## src/design/sse_pkg.sv

```systemverilog
// Shared constants for the skip/subtract/swap/table/xor execution unit.
// Assumes a classic Wishbone master with 32-bit data and byte addressing.
package sse_pkg;
    // Register byte offsets
    localparam logic [7:0] OFF_CMD = 8'h00;
    localparam logic [7:0] OFF_WORK = 8'h04;
    localparam logic [7:0] OFF_FLAGS = 8'h08;
    localparam logic [7:0] OFF_TLOW = 8'h0c;
    localparam logic [7:0] OFF_THIGH = 8'h10;
    localparam logic [7:0] OFF_TLATCH = 8'h14;
    localparam logic [7:0] OFF_MADDR = 8'h18;
    localparam logic [7:0] OFF_MDATA = 8'h1c;
    localparam logic [7:0] OFF_STATUS = 8'h20;
    localparam logic [7:0] OFF_PAGE = 8'h24;

    // Command word fields
    localparam int CMD_OP_LSB = 0;
    localparam int CMD_BIT_LSB = 8;
    localparam int CMD_ADDR_LSB = 16;
    localparam int CMD_IMM_LSB = 24;

    // Flag bit positions
    localparam int FLG_C = 0;
    localparam int FLG_AC = 1;
    localparam int FLG_Z = 2;
    localparam int FLG_OV = 3;

    // Status bit positions
    localparam int ST_BUSY = 0;
    localparam int ST_SKIP = 1;
    localparam int ST_CYC_LSB = 4;

    // Reset values, increment step and full byte-select mask
    localparam logic [7:0] RST_BYTE = 8'h00;
    localparam logic [3:0] RST_FLAGS = 4'h0;
    localparam logic [1:0] CYC_ONE = 2'h1;
    localparam logic [7:0] ONE_BYTE = 8'h01;
    localparam logic [3:0] SEL_ALL = 4'hf;

    typedef enum logic [3:0] {
        OP_INCR_SKIP_TO_WORK = 4'h0,
        OP_SKIP_BIT_SET = 4'h1,
        OP_MINUS_TO_WORK = 4'h2,
        OP_MINUS_TO_MEMORY = 4'h3,
        OP_MINUS_IMM = 4'h4,
        OP_NIBBLE_EXCHANGE = 4'h5,
        OP_NIBBLE_EXCHANGE_TO_WORK = 4'h6,
        OP_SKIP_ON_ZERO = 4'h7,
        OP_COPY_SKIP_ZERO = 4'h8,
        OP_SKIP_BIT_CLEAR = 4'h9,
        OP_TABLE_FETCH_PAGED = 4'ha,
        OP_TABLE_FETCH_CURRENT = 4'hb,
        OP_TABLE_FETCH_LAST = 4'hc,
        OP_EXCLUSIVE_OR_TO_WORK = 4'hd,
        OP_EXCLUSIVE_OR_TO_MEMORY = 4'he,
        OP_EXCLUSIVE_OR_IMM = 4'hf
    } sse_op_e;

    // Gray along idle -> exec -> dummy, exec -> idle and fetch -> idle; exec -> fetch and dummy -> idle flip two bits
    typedef enum logic [1:0] {
        ST_IDLE = 2'b00,
        ST_EXEC = 2'b01,
        ST_DUMMY = 2'b11,
        ST_TFETCH = 2'b10
    } sse_state_e;
endpackage

```

## src/design/sse_exec_unit.sv

```systemverilog
// Execution unit for skip, subtract, nibble swap, table read and xor instructions.
// Assumes a classic Wishbone master and a program memory that
// returns the addressed word in the same cycle as the read strobe.
`timescale 1ns/1ps
`default_nettype none

// Overview of operation
// - Memory plus one to work, skip zero
// - Skip when selected memory bit set
// - Skip inserts dummy cycle, two cycles
// - Work minus memory to work, four flags
// - Work minus memory stored to memory
// - Work minus immediate to work, four flags
// - Carry clear on negative, else set
// - Swap memory nibbles in place, no flags
// - Swapped memory nibbles into work register
// - Skip when memory byte is zero
// - Copy memory to work, skip zero
// - Skip when selected memory bit clear
// - Table read via high and low pointers
// - Table read current page, low pointer
// - Table read last page, low pointer
// - Work xor memory to work, zero flag
// - Work xor memory to memory, zero flag
// - Work xor immediate to work, zero flag
module sse_exec_unit #(
    parameter int MEM_DEPTH = 128,
    parameter int PROG_AW = 11
) (
    input wire logic clk,
    input wire logic srst,
    input wire logic wb_cyc_i,
    input wire logic wb_stb_i,
    input wire logic wb_we_i,
    input wire logic [7:0] wb_adr_i,
    input wire logic [3:0] wb_sel_i,
    input wire logic [31:0] wb_dat_i,
    output logic [31:0] wb_dat_o,
    output logic wb_ack_o,
    output logic [PROG_AW-1:0] progAddr,
    output logic progRd,
    input wire logic [15:0] progData,
    output logic dummyCycle
);
    localparam int MEM_AW = (MEM_DEPTH > 1) ? $clog2(MEM_DEPTH) : 1;
    localparam int PAGE_W = PROG_AW - 8;
    localparam logic [7:0] RST_BYTE_W = sse_pkg::RST_BYTE;

    // Page arithmetic needs at least one page bit and at most 8-bit high pointer
    generate
        if (PROG_AW < 9 || PROG_AW > 16 || MEM_DEPTH < 2 || MEM_DEPTH > 256) begin : g_bad
            $error("sse_exec_unit: unsupported PROG_AW or MEM_DEPTH");
        end
    endgenerate

    function automatic logic [7:0] swapNibbles(input logic [7:0] v);
        swapNibbles = {v[3:0], v[7:4]};
    endfunction

    function automatic logic [MEM_AW-1:0] memIndex(input logic [7:0] a);
        memIndex = a[MEM_AW-1:0];
    endfunction

    // Architectural state
    logic [7:0] mem_reg [MEM_DEPTH];
    logic [7:0] work_reg;
    logic [3:0] flags_reg;
    logic [7:0] tableLowPointer_reg;
    logic [7:0] tableHighPointer_reg;
    logic [7:0] tableHighLatch_reg;
    logic [7:0] memAddr_reg;
    logic [7:0] curPage_reg;
    logic [3:0] op_reg;
    logic [2:0] bitSel_reg;
    logic [7:0] opAddr_reg;
    logic [7:0] imm_reg;
    logic lastSkip_reg;
    logic [1:0] cycles_reg;
    sse_pkg::sse_state_e state_reg;
    sse_pkg::sse_state_e state_next;
    logic [31:0] datO_reg;
    logic ack_reg;
    logic [PROG_AW-1:0] progAddr_reg;
    logic progRd_reg;
    logic dummy_reg;

    // Bus decode
    wire logic busReq = wb_cyc_i && wb_stb_i && !ack_reg;
    wire logic busWr = busReq && wb_we_i;
    wire logic lane0 = wb_sel_i[0];
    wire logic busy = (state_reg != sse_pkg::ST_IDLE);
    wire logic hitCmd = (wb_adr_i == sse_pkg::OFF_CMD);
    wire logic hitWork = (wb_adr_i == sse_pkg::OFF_WORK);
    wire logic hitFlags = (wb_adr_i == sse_pkg::OFF_FLAGS);
    wire logic hitTLow = (wb_adr_i == sse_pkg::OFF_TLOW);
    wire logic hitTHigh = (wb_adr_i == sse_pkg::OFF_THIGH);
    wire logic hitTLatch = (wb_adr_i == sse_pkg::OFF_TLATCH);
    wire logic hitMAddr = (wb_adr_i == sse_pkg::OFF_MADDR);
    wire logic hitMData = (wb_adr_i == sse_pkg::OFF_MDATA);
    wire logic hitStatus = (wb_adr_i == sse_pkg::OFF_STATUS);
    wire logic hitPage = (wb_adr_i == sse_pkg::OFF_PAGE);
    // Commands are refused while an instruction is still in flight
    wire logic startCmd = busWr && hitCmd && (wb_sel_i == sse_pkg::SEL_ALL) && !busy;

    // Operand fetch and arithmetic
    wire logic [7:0] memRd = mem_reg[memIndex(opAddr_reg)];
    wire logic [7:0] memView = mem_reg[memIndex(memAddr_reg)];
    wire logic isImm = (op_reg == sse_pkg::OP_MINUS_IMM)
        || (op_reg == sse_pkg::OP_EXCLUSIVE_OR_IMM);
    wire logic [7:0] operandB = isImm ? imm_reg : memRd;
    wire logic [8:0] diff = {1'b0, work_reg} - {1'b0, operandB};
    wire logic [4:0] nibDiff = {1'b0, work_reg[3:0]} - {1'b0, operandB[3:0]};
    wire logic [7:0] subRes = diff[7:0];
    wire logic subOv = (work_reg[7] ^ operandB[7]) && (work_reg[7] ^ subRes[7]);
    // No borrow means non-negative result, so carry is set
    wire logic [3:0] subFlags = {subOv, (subRes == 8'h00), !nibDiff[4], !diff[8]};
    wire logic [7:0] xorRes = work_reg ^ operandB;
    wire logic [7:0] incRes = memRd + sse_pkg::ONE_BYTE;
    wire logic selBit = memRd[bitSel_reg];
    wire logic [7:0] lastPage = '1;
    wire logic [PAGE_W-1:0] pagePaged = tableHighPointer_reg[PAGE_W-1:0];
    wire logic [PAGE_W-1:0] pageCur = curPage_reg[PAGE_W-1:0];
    wire logic [PAGE_W-1:0] pageLast = lastPage[PAGE_W-1:0];

    // Per-instruction effects, valid in the execute cycle
    logic exWork;
    logic [7:0] exWorkVal;
    logic exMem;
    logic [7:0] exMemVal;
    logic exFlags;
    logic [3:0] exFlagsVal;
    logic exSkip;
    logic exTable;
    logic [PROG_AW-1:0] exTableAddr;
    always_comb begin
        exWork = 1'b0;
        exWorkVal = RST_BYTE_W;
        exMem = 1'b0;
        exMemVal = memRd;
        exFlags = 1'b0;
        exFlagsVal = flags_reg;
        exSkip = 1'b0;
        exTable = 1'b0;
        exTableAddr = {pagePaged, tableLowPointer_reg};
        case (op_reg)
            sse_pkg::OP_INCR_SKIP_TO_WORK: begin
                exWork = 1'b1;
                exWorkVal = incRes;
                exSkip = (incRes == 8'h00);
            end
            sse_pkg::OP_SKIP_BIT_SET: begin
                exSkip = selBit;
            end
            sse_pkg::OP_MINUS_TO_WORK, sse_pkg::OP_MINUS_IMM: begin
                exWork = 1'b1;
                exWorkVal = subRes;
                exFlags = 1'b1;
                exFlagsVal = subFlags;
            end
            sse_pkg::OP_MINUS_TO_MEMORY: begin
                exMem = 1'b1;
                exMemVal = subRes;
                exFlags = 1'b1;
                exFlagsVal = subFlags;
            end
            sse_pkg::OP_NIBBLE_EXCHANGE: begin
                exMem = 1'b1;
                exMemVal = swapNibbles(memRd);
            end
            sse_pkg::OP_NIBBLE_EXCHANGE_TO_WORK: begin
                exWork = 1'b1;
                exWorkVal = swapNibbles(memRd);
            end
            sse_pkg::OP_SKIP_ON_ZERO: begin
                exSkip = (memRd == 8'h00);
            end
            sse_pkg::OP_COPY_SKIP_ZERO: begin
                exWork = 1'b1;
                exWorkVal = memRd;
                exSkip = (memRd == 8'h00);
            end
            sse_pkg::OP_SKIP_BIT_CLEAR: begin
                exSkip = !selBit;
            end
            sse_pkg::OP_TABLE_FETCH_PAGED: begin
                exTable = 1'b1;
                exTableAddr = {pagePaged, tableLowPointer_reg};
            end
            sse_pkg::OP_TABLE_FETCH_CURRENT: begin
                exTable = 1'b1;
                exTableAddr = {pageCur, tableLowPointer_reg};
            end
            sse_pkg::OP_TABLE_FETCH_LAST: begin
                exTable = 1'b1;
                exTableAddr = {pageLast, tableLowPointer_reg};
            end
            sse_pkg::OP_EXCLUSIVE_OR_TO_WORK, sse_pkg::OP_EXCLUSIVE_OR_IMM: begin
                exWork = 1'b1;
                exWorkVal = xorRes;
                exFlags = 1'b1;
                exFlagsVal = flags_reg;
                exFlagsVal[sse_pkg::FLG_Z] = (xorRes == 8'h00);
            end
            sse_pkg::OP_EXCLUSIVE_OR_TO_MEMORY: begin
                exMem = 1'b1;
                exMemVal = xorRes;
                exFlags = 1'b1;
                exFlagsVal = flags_reg;
                exFlagsVal[sse_pkg::FLG_Z] = (xorRes == 8'h00);
            end
            default: begin
                exSkip = 1'b0;
            end
        endcase
    end

    // Sequencing: skip takes a dummy cycle, table read a fetch cycle
    wire logic inExec = (state_reg == sse_pkg::ST_EXEC);
    wire logic inFetch = (state_reg == sse_pkg::ST_TFETCH);
    always_comb begin
        case (state_reg)
            sse_pkg::ST_IDLE: state_next = startCmd ? sse_pkg::ST_EXEC : sse_pkg::ST_IDLE;
            sse_pkg::ST_EXEC: begin
                if (exTable) begin
                    state_next = sse_pkg::ST_TFETCH;
                end else if (exSkip) begin
                    state_next = sse_pkg::ST_DUMMY;
                end else begin
                    state_next = sse_pkg::ST_IDLE;
                end
            end
            sse_pkg::ST_DUMMY: state_next = sse_pkg::ST_IDLE;
            sse_pkg::ST_TFETCH: state_next = sse_pkg::ST_IDLE;
            default: state_next = sse_pkg::ST_IDLE;
        endcase
    end

    // Memory and work writers; instruction wins over the bus
    wire logic memWrEx = inExec && exMem;
    wire logic memWrTbl = inFetch;
    wire logic memWrBus = busWr && hitMData && lane0;
    wire logic [MEM_AW-1:0] memWrIdx = (memWrEx || memWrTbl) ? memIndex(opAddr_reg)
                                                              : memIndex(memAddr_reg);
    wire logic [7:0] memWrVal = memWrEx ? exMemVal :
                                (memWrTbl ? progData[7:0] : wb_dat_i[7:0]);
    wire logic memWrAny = memWrEx || memWrTbl || memWrBus;

    // Read-back mux
    wire logic [31:0] statusWord = {24'h000000, 2'b00, cycles_reg, 2'b00, lastSkip_reg, busy};
    wire logic [31:0] cmdWord = {imm_reg, opAddr_reg, 5'h00, bitSel_reg, 4'h0, op_reg};
    wire logic [31:0] rdMux = hitCmd ? cmdWord :
                              hitWork ? {24'h000000, work_reg} :
                              hitFlags ? {28'h0000000, flags_reg} :
                              hitTLow ? {24'h000000, tableLowPointer_reg} :
                              hitTHigh ? {24'h000000, tableHighPointer_reg} :
                              hitTLatch ? {24'h000000, tableHighLatch_reg} :
                              hitMAddr ? {24'h000000, memAddr_reg} :
                              hitMData ? {24'h000000, memView} :
                              hitStatus ? statusWord :
                              hitPage ? {24'h000000, curPage_reg} : 32'h00000000;

    // Data memory storage, no reset as in the real array
    genvar gi;
    generate
        for (gi = 0; gi < MEM_DEPTH; gi++) begin : g_mem
            always_ff @(posedge clk) begin
                if (memWrAny && (memWrIdx == MEM_AW'(gi))) begin
                    mem_reg[gi] <= memWrVal;
                end
            end
        end
    endgenerate

    // Bus slave: ack one cycle after request, dropped the cycle after
    always_ff @(posedge clk) begin
        if (srst) begin
            ack_reg <= 1'b0;
            datO_reg <= 32'h00000000;
        end else begin
            ack_reg <= busReq;
            datO_reg <= busReq ? rdMux : datO_reg;
        end
    end

    // Command capture
    always_ff @(posedge clk) begin
        if (srst) begin
            op_reg <= 4'h0;
            bitSel_reg <= 3'h0;
            opAddr_reg <= sse_pkg::RST_BYTE;
            imm_reg <= sse_pkg::RST_BYTE;
        end else if (startCmd) begin
            op_reg <= wb_dat_i[sse_pkg::CMD_OP_LSB +: 4];
            bitSel_reg <= wb_dat_i[sse_pkg::CMD_BIT_LSB +: 3];
            opAddr_reg <= wb_dat_i[sse_pkg::CMD_ADDR_LSB +: 8];
            imm_reg <= wb_dat_i[sse_pkg::CMD_IMM_LSB +: 8];
        end
    end

    // Work register and flags
    always_ff @(posedge clk) begin
        if (srst) begin
            work_reg <= sse_pkg::RST_BYTE;
            flags_reg <= sse_pkg::RST_FLAGS;
        end else begin
            if (inExec && exWork) begin
                work_reg <= exWorkVal;
            end else if (busWr && hitWork && lane0) begin
                work_reg <= wb_dat_i[7:0];
            end
            if (inExec && exFlags) begin
                flags_reg <= exFlagsVal;
            end else if (busWr && hitFlags && lane0) begin
                flags_reg <= wb_dat_i[3:0];
            end
        end
    end

    // Table pointers, latch and software-held page
    always_ff @(posedge clk) begin
        if (srst) begin
            tableLowPointer_reg <= sse_pkg::RST_BYTE;
            tableHighPointer_reg <= sse_pkg::RST_BYTE;
            tableHighLatch_reg <= sse_pkg::RST_BYTE;
            memAddr_reg <= sse_pkg::RST_BYTE;
            curPage_reg <= sse_pkg::RST_BYTE;
        end else begin
            if (busWr && hitTLow && lane0) begin
                tableLowPointer_reg <= wb_dat_i[7:0];
            end
            if (busWr && hitTHigh && lane0) begin
                tableHighPointer_reg <= wb_dat_i[7:0];
            end
            if (inFetch) begin
                tableHighLatch_reg <= progData[15:8];
            end
            if (busWr && hitMAddr && lane0) begin
                memAddr_reg <= wb_dat_i[7:0];
            end
            if (busWr && hitPage && lane0) begin
                curPage_reg <= wb_dat_i[7:0];
            end
        end
    end

    // Sequencer, program read strobe, dummy marker, cycle count
    always_ff @(posedge clk) begin
        if (srst) begin
            state_reg <= sse_pkg::ST_IDLE;
            progAddr_reg <= '0;
            progRd_reg <= 1'b0;
            dummy_reg <= 1'b0;
            lastSkip_reg <= 1'b0;
            cycles_reg <= sse_pkg::CYC_ONE;
        end else begin
            state_reg <= state_next;
            progRd_reg <= inExec && exTable;
            progAddr_reg <= (inExec && exTable) ? exTableAddr : progAddr_reg;
            dummy_reg <= inExec && exSkip && !exTable;
            lastSkip_reg <= inExec ? exSkip : lastSkip_reg;
            if (inExec) begin
                cycles_reg <= sse_pkg::CYC_ONE;
            end else if (state_reg == sse_pkg::ST_DUMMY || inFetch) begin
                cycles_reg <= cycles_reg + 2'h1;
            end
        end
    end

    assign wb_ack_o = ack_reg;
    assign wb_dat_o = datO_reg;
    assign progAddr = progAddr_reg;
    assign progRd = progRd_reg;
    assign dummyCycle = dummy_reg;
endmodule

`default_nettype wire

```

## config.mk

```make
export PLATFORM = sky130hd
export DESIGN_NAME = sse_exec_unit
export DESIGN_NICKNAME = d
export VERILOG_FILES = /design/src/design/sse_pkg.sv /design/src/design/sse_exec_unit.sv
export SDC_FILE = /design/constraint.sdc
export NUM_CORES = 2
export LEC_CHECK = 0
export BUFFER_PORTS_ARGS = -buffer_cell sky130_fd_sc_hd__buf_2
export CORE_ASPECT_RATIO = 0.9
export CORE_MARGIN = 2
export CORE_UTILIZATION = 44
export CTS_BUF_LIST = sky130_fd_sc_hd__clkbuf_2 sky130_fd_sc_hd__clkbuf_4 sky130_fd_sc_hd__clkbuf_8
export CTS_CLUSTER_DIAMETER = 50
export DETAILED_ROUTE_END_ITERATION = 16
export HOLD_SLACK_MARGIN = 0.03
export SLEW_MARGIN = 0
export SYNTH_ARGS = -nofsm -noshare
export SYNTH_HDL_FRONTEND = slang
export SYNTH_SLANG_ARGS = --single-unit
```

## constraint.sdc

```tcl
create_clock -name clk -period 13.05 [get_ports clk]
set_input_delay 1.305 -clock clk [delete_from_list [all_inputs] [get_ports clk]]
set_output_delay 1.305 -clock clk [all_outputs]
set_load 0.01 [all_outputs]
```

==> out/results.ini <==
[run_status]
status = finished clean

[synthesis]
synthFlopType = edfxtp_1
synth_area_leader_cell = edfxtp_1
ys_seq_elements = 1159
synthArstFlopShare_pct = 0
synth.distinct_cells = 70
yosysTopAreaCellShare_pct = 56.4
synth_area_leaders = edfxtp_1 56%, mux4_2 26%, dfxtp_1 5.0%
synth_cells = 3105
synth_seq_area_share_pct = 61.4
synth_area_mm2 = 0.0545
synth_commonest_cells = 1024 x edfxtp_1, 619 x mux4_2, 234 x nand2_1
synth_warnings = 0
synth_edf_count = 1024
yosys.cell_count.top_type = edfxtp_1
syn-mean-instance-area_um2 = 17.6

[sta]
setup_violations = 0
fmax_mhz = 121
fin_skew_ns = 0.0528
maxSlewViolCount = 0
relSlewSlack_pct = 7.79
fin_tns_setup_ns = 0
hold_viol = 0
max_slew.worst_pin.slew_ns = 1.38
min_period_over_period_pct = 63.6
rsz0062_at_grt = false
worst_hold_slack_ns = 0.451
finalWorstPathRequiredPeriod_ns = 8.29

[power]
power_density_mw_per_mm2 = 122
peakVddDrop_mv = 0.0970
seqPwrFrac_pct = 54.8
p_leak_nw = 17.9
intPower_mw = 5.73
pwr-share-clk_pct = 44.0
sw_frac_of_total_pct = 22.1
p_comb_share_pct = 1.3
power_mw = 7.36
power_switching_mw = 1.63

[clocking]
hold_buffers = 0
h-tree-depth = 4
clk_transition_reported_paths_ns = 0.06
cts_sinks = 1159
cts_buffers = 189
cts_tree = yes
clkLatencyLatePin_ns = 0.94
post_cts_buffers = 0
clockBufferDepth = 3
clock-root-buffer = clkbuf_8
cts-resized-gates = 0

[worst_setup_path]
critPathArrivalTime_ns = 8.87
critPathBufInv = 2
cpLargestDelayFamily = compound AO/OA/AOI/OAI gates
worst-setup-path-type = reg -> reg
critPathCaptureType = flip-flop
startpoint_type = flip-flop
path_cells = buf_4 -> mux4_2 -> mux2i_1 -> a22oi_1 -> a21oi_1 -> or4_1 -> nand2_1 -> o21ai_0 -> ha_1 -> nor2b_1 -> o21ai_0 -> a21boi_0 -> o21a_1 -> o21a_1 -> nor2_1 -> a2111oi_0 -> a31oi_4 -> buf_4
cp_slowest_stage_delay_ns = 1.00
worst-path-stages = 18
cp.required_ns = 13.63
critPathSlowestCell = a31oi_4
reg2reg_depth = 18
path_max_fanout = 96

[placed_design]
port_buffers = 100
dpl.hpwl_um = 108000
gp_congestion = 0.944
placed_cells = 4652

[detailed_routing]
drtPass1Iterations = 5
first_iter_violations = 4664
drt_wl_total_um = 171000
wl_met3_um = 19100
drcViolationCount = 0
wl_per_cell_um = 34.0
wl_met1_um = 68800
route.antenna.remaining_nets = 0
highest_layer = met5
vias = 33300
viasPerCell = 6.64
met2_length_um = 76600

[cells_and_area]
final_cells = 5009
nets = 3310
fillerInstances = 10100
largest_reg_flops = 1024
finalCoreUtilization_pct = 49.2
drive_gt1_share_pct = 33.5
area_delta_synth_final_pct = 11.0

[global_route]
grt_pass1_vias = 33000
grt.overflow.total = 0
grtUsageTotal_pct = 27.0
antenna_found_initial = 17
grt_max_degree = 149
grt_pass1_wl_um = 243000

[floorplan]
die-area_mm2 = 0.127
fp.dieH_um = 338
die_w_um = 375
core_area_mm2 = 0.123
start_util_pct = 44.4
placementRows = 122
ios = 111

[worst_hold_path]
hp-class = reg -> reg
whs_path_depth = 2

[run]
maxCapViolations = 0

per-layer routing:
layer / vias up / track usage (%)
li1: 13200 / -
met1: 17600 / 38.4
met2: 2103 / 39.8
met3: 318 / 7.66
met4: 6 / 9.83
met5: - / 0
per-stage QoR:
step                worst slack (ns)  cell area (um^2)
finish                          4.76             60500
global route                    4.34             60500
CTS                             4.79             60500
detailed placement              4.82             56700
global placement                4.93             56700
floorplan                       4.60             54500
area by class of cell:
| type | count | area (um^2) | share of cell area, % |
|---|---|---|---|
| Clock buffer | 242 | 3050 | 5.04 |
| Tap cell | 1612 | 2020 | 3.33 |
| Inverter | 8 | 30.0 | 0.0496 |
| Sequential cell | 1159 | 33500 | 55.3 |
| Clock inverter | 109 | 774 | 1.28 |
| Antenna cell | 6 | 15.0 | 0.0248 |
| Multi-Input combinational cell | 1707 | 20100 | 33.2 |
| Timing Repair Buffer | 166 | 1060 | 1.75 |
cell usage in the layout, fill, tap and decap left out, types with 22 or more instances in the layout:
| cell | n |
|---|---|
| a22oi_1 | 22 |
| buf_4 | 62 |
| edfxtp_1 | 1024 |
| mux2i_1 | 68 |
| clkbuf_4 | 45 |
| clkbuf_8 | 197 |
| buf_2 | 99 |
| clkinv_2 | 35 |
| nand3_1 | 45 |
| a21oi_1 | 123 |
| clkinv_1 | 46 |
| mux4_2 | 619 |
| o21ai_0 | 50 |
| nor2_1 | 229 |
| o22ai_1 | 53 |
| dfxtp_1 | 126 |
| nand2_1 | 234 |
logic make-up after synthesis:
family / share of synthesized area (%)
and+or+nand+nor: 5.05
muxes: 27.0
AOI/OAI and AO/OA: 4.03
DFF: 61.4
xor gates and xnor gates: 0.161
other: 0.00688
adders and majority gates: 0.335
buffers and inverters: 2.07
worst paths after layout:
path                start        endpoint  slack [ns]
max             flip-flop  mem_reg[88][5]        4.76
min          wb_dat_o[30]    wb_dat_o[30]        0.45
max reg2reg     flip-flop  mem_reg[88][5]        4.76
min reg2reg  wb_dat_o[30]    wb_dat_o[30]        0.45
power groups by stage:
stage | clock network, mW | logic [mW] | registers (mW)
after global placement | 0 | 0.0860 | 4.11
after detailed placement | 0 | 0.0929 | 4.11
after CTS | 3.27 | 0.0927 | 4.03
final | 3.24 | 0.0947 | 4.03
after global routing | 3.43 | 0.101 | 4.03
after floorplan | 0 | 0.0417 | 4.12
tightest hold or removal path: cells and delay by family, from the launching register on:
family | cells | cell delay (ns)
AND/OR/NAND/NOR | 1 | 0.05
AO/OA/AOI/OAI | 1 | 0.05
flip-flops | 1 | 0.30
Note: power is estimated with default switching activity, not from simulation.
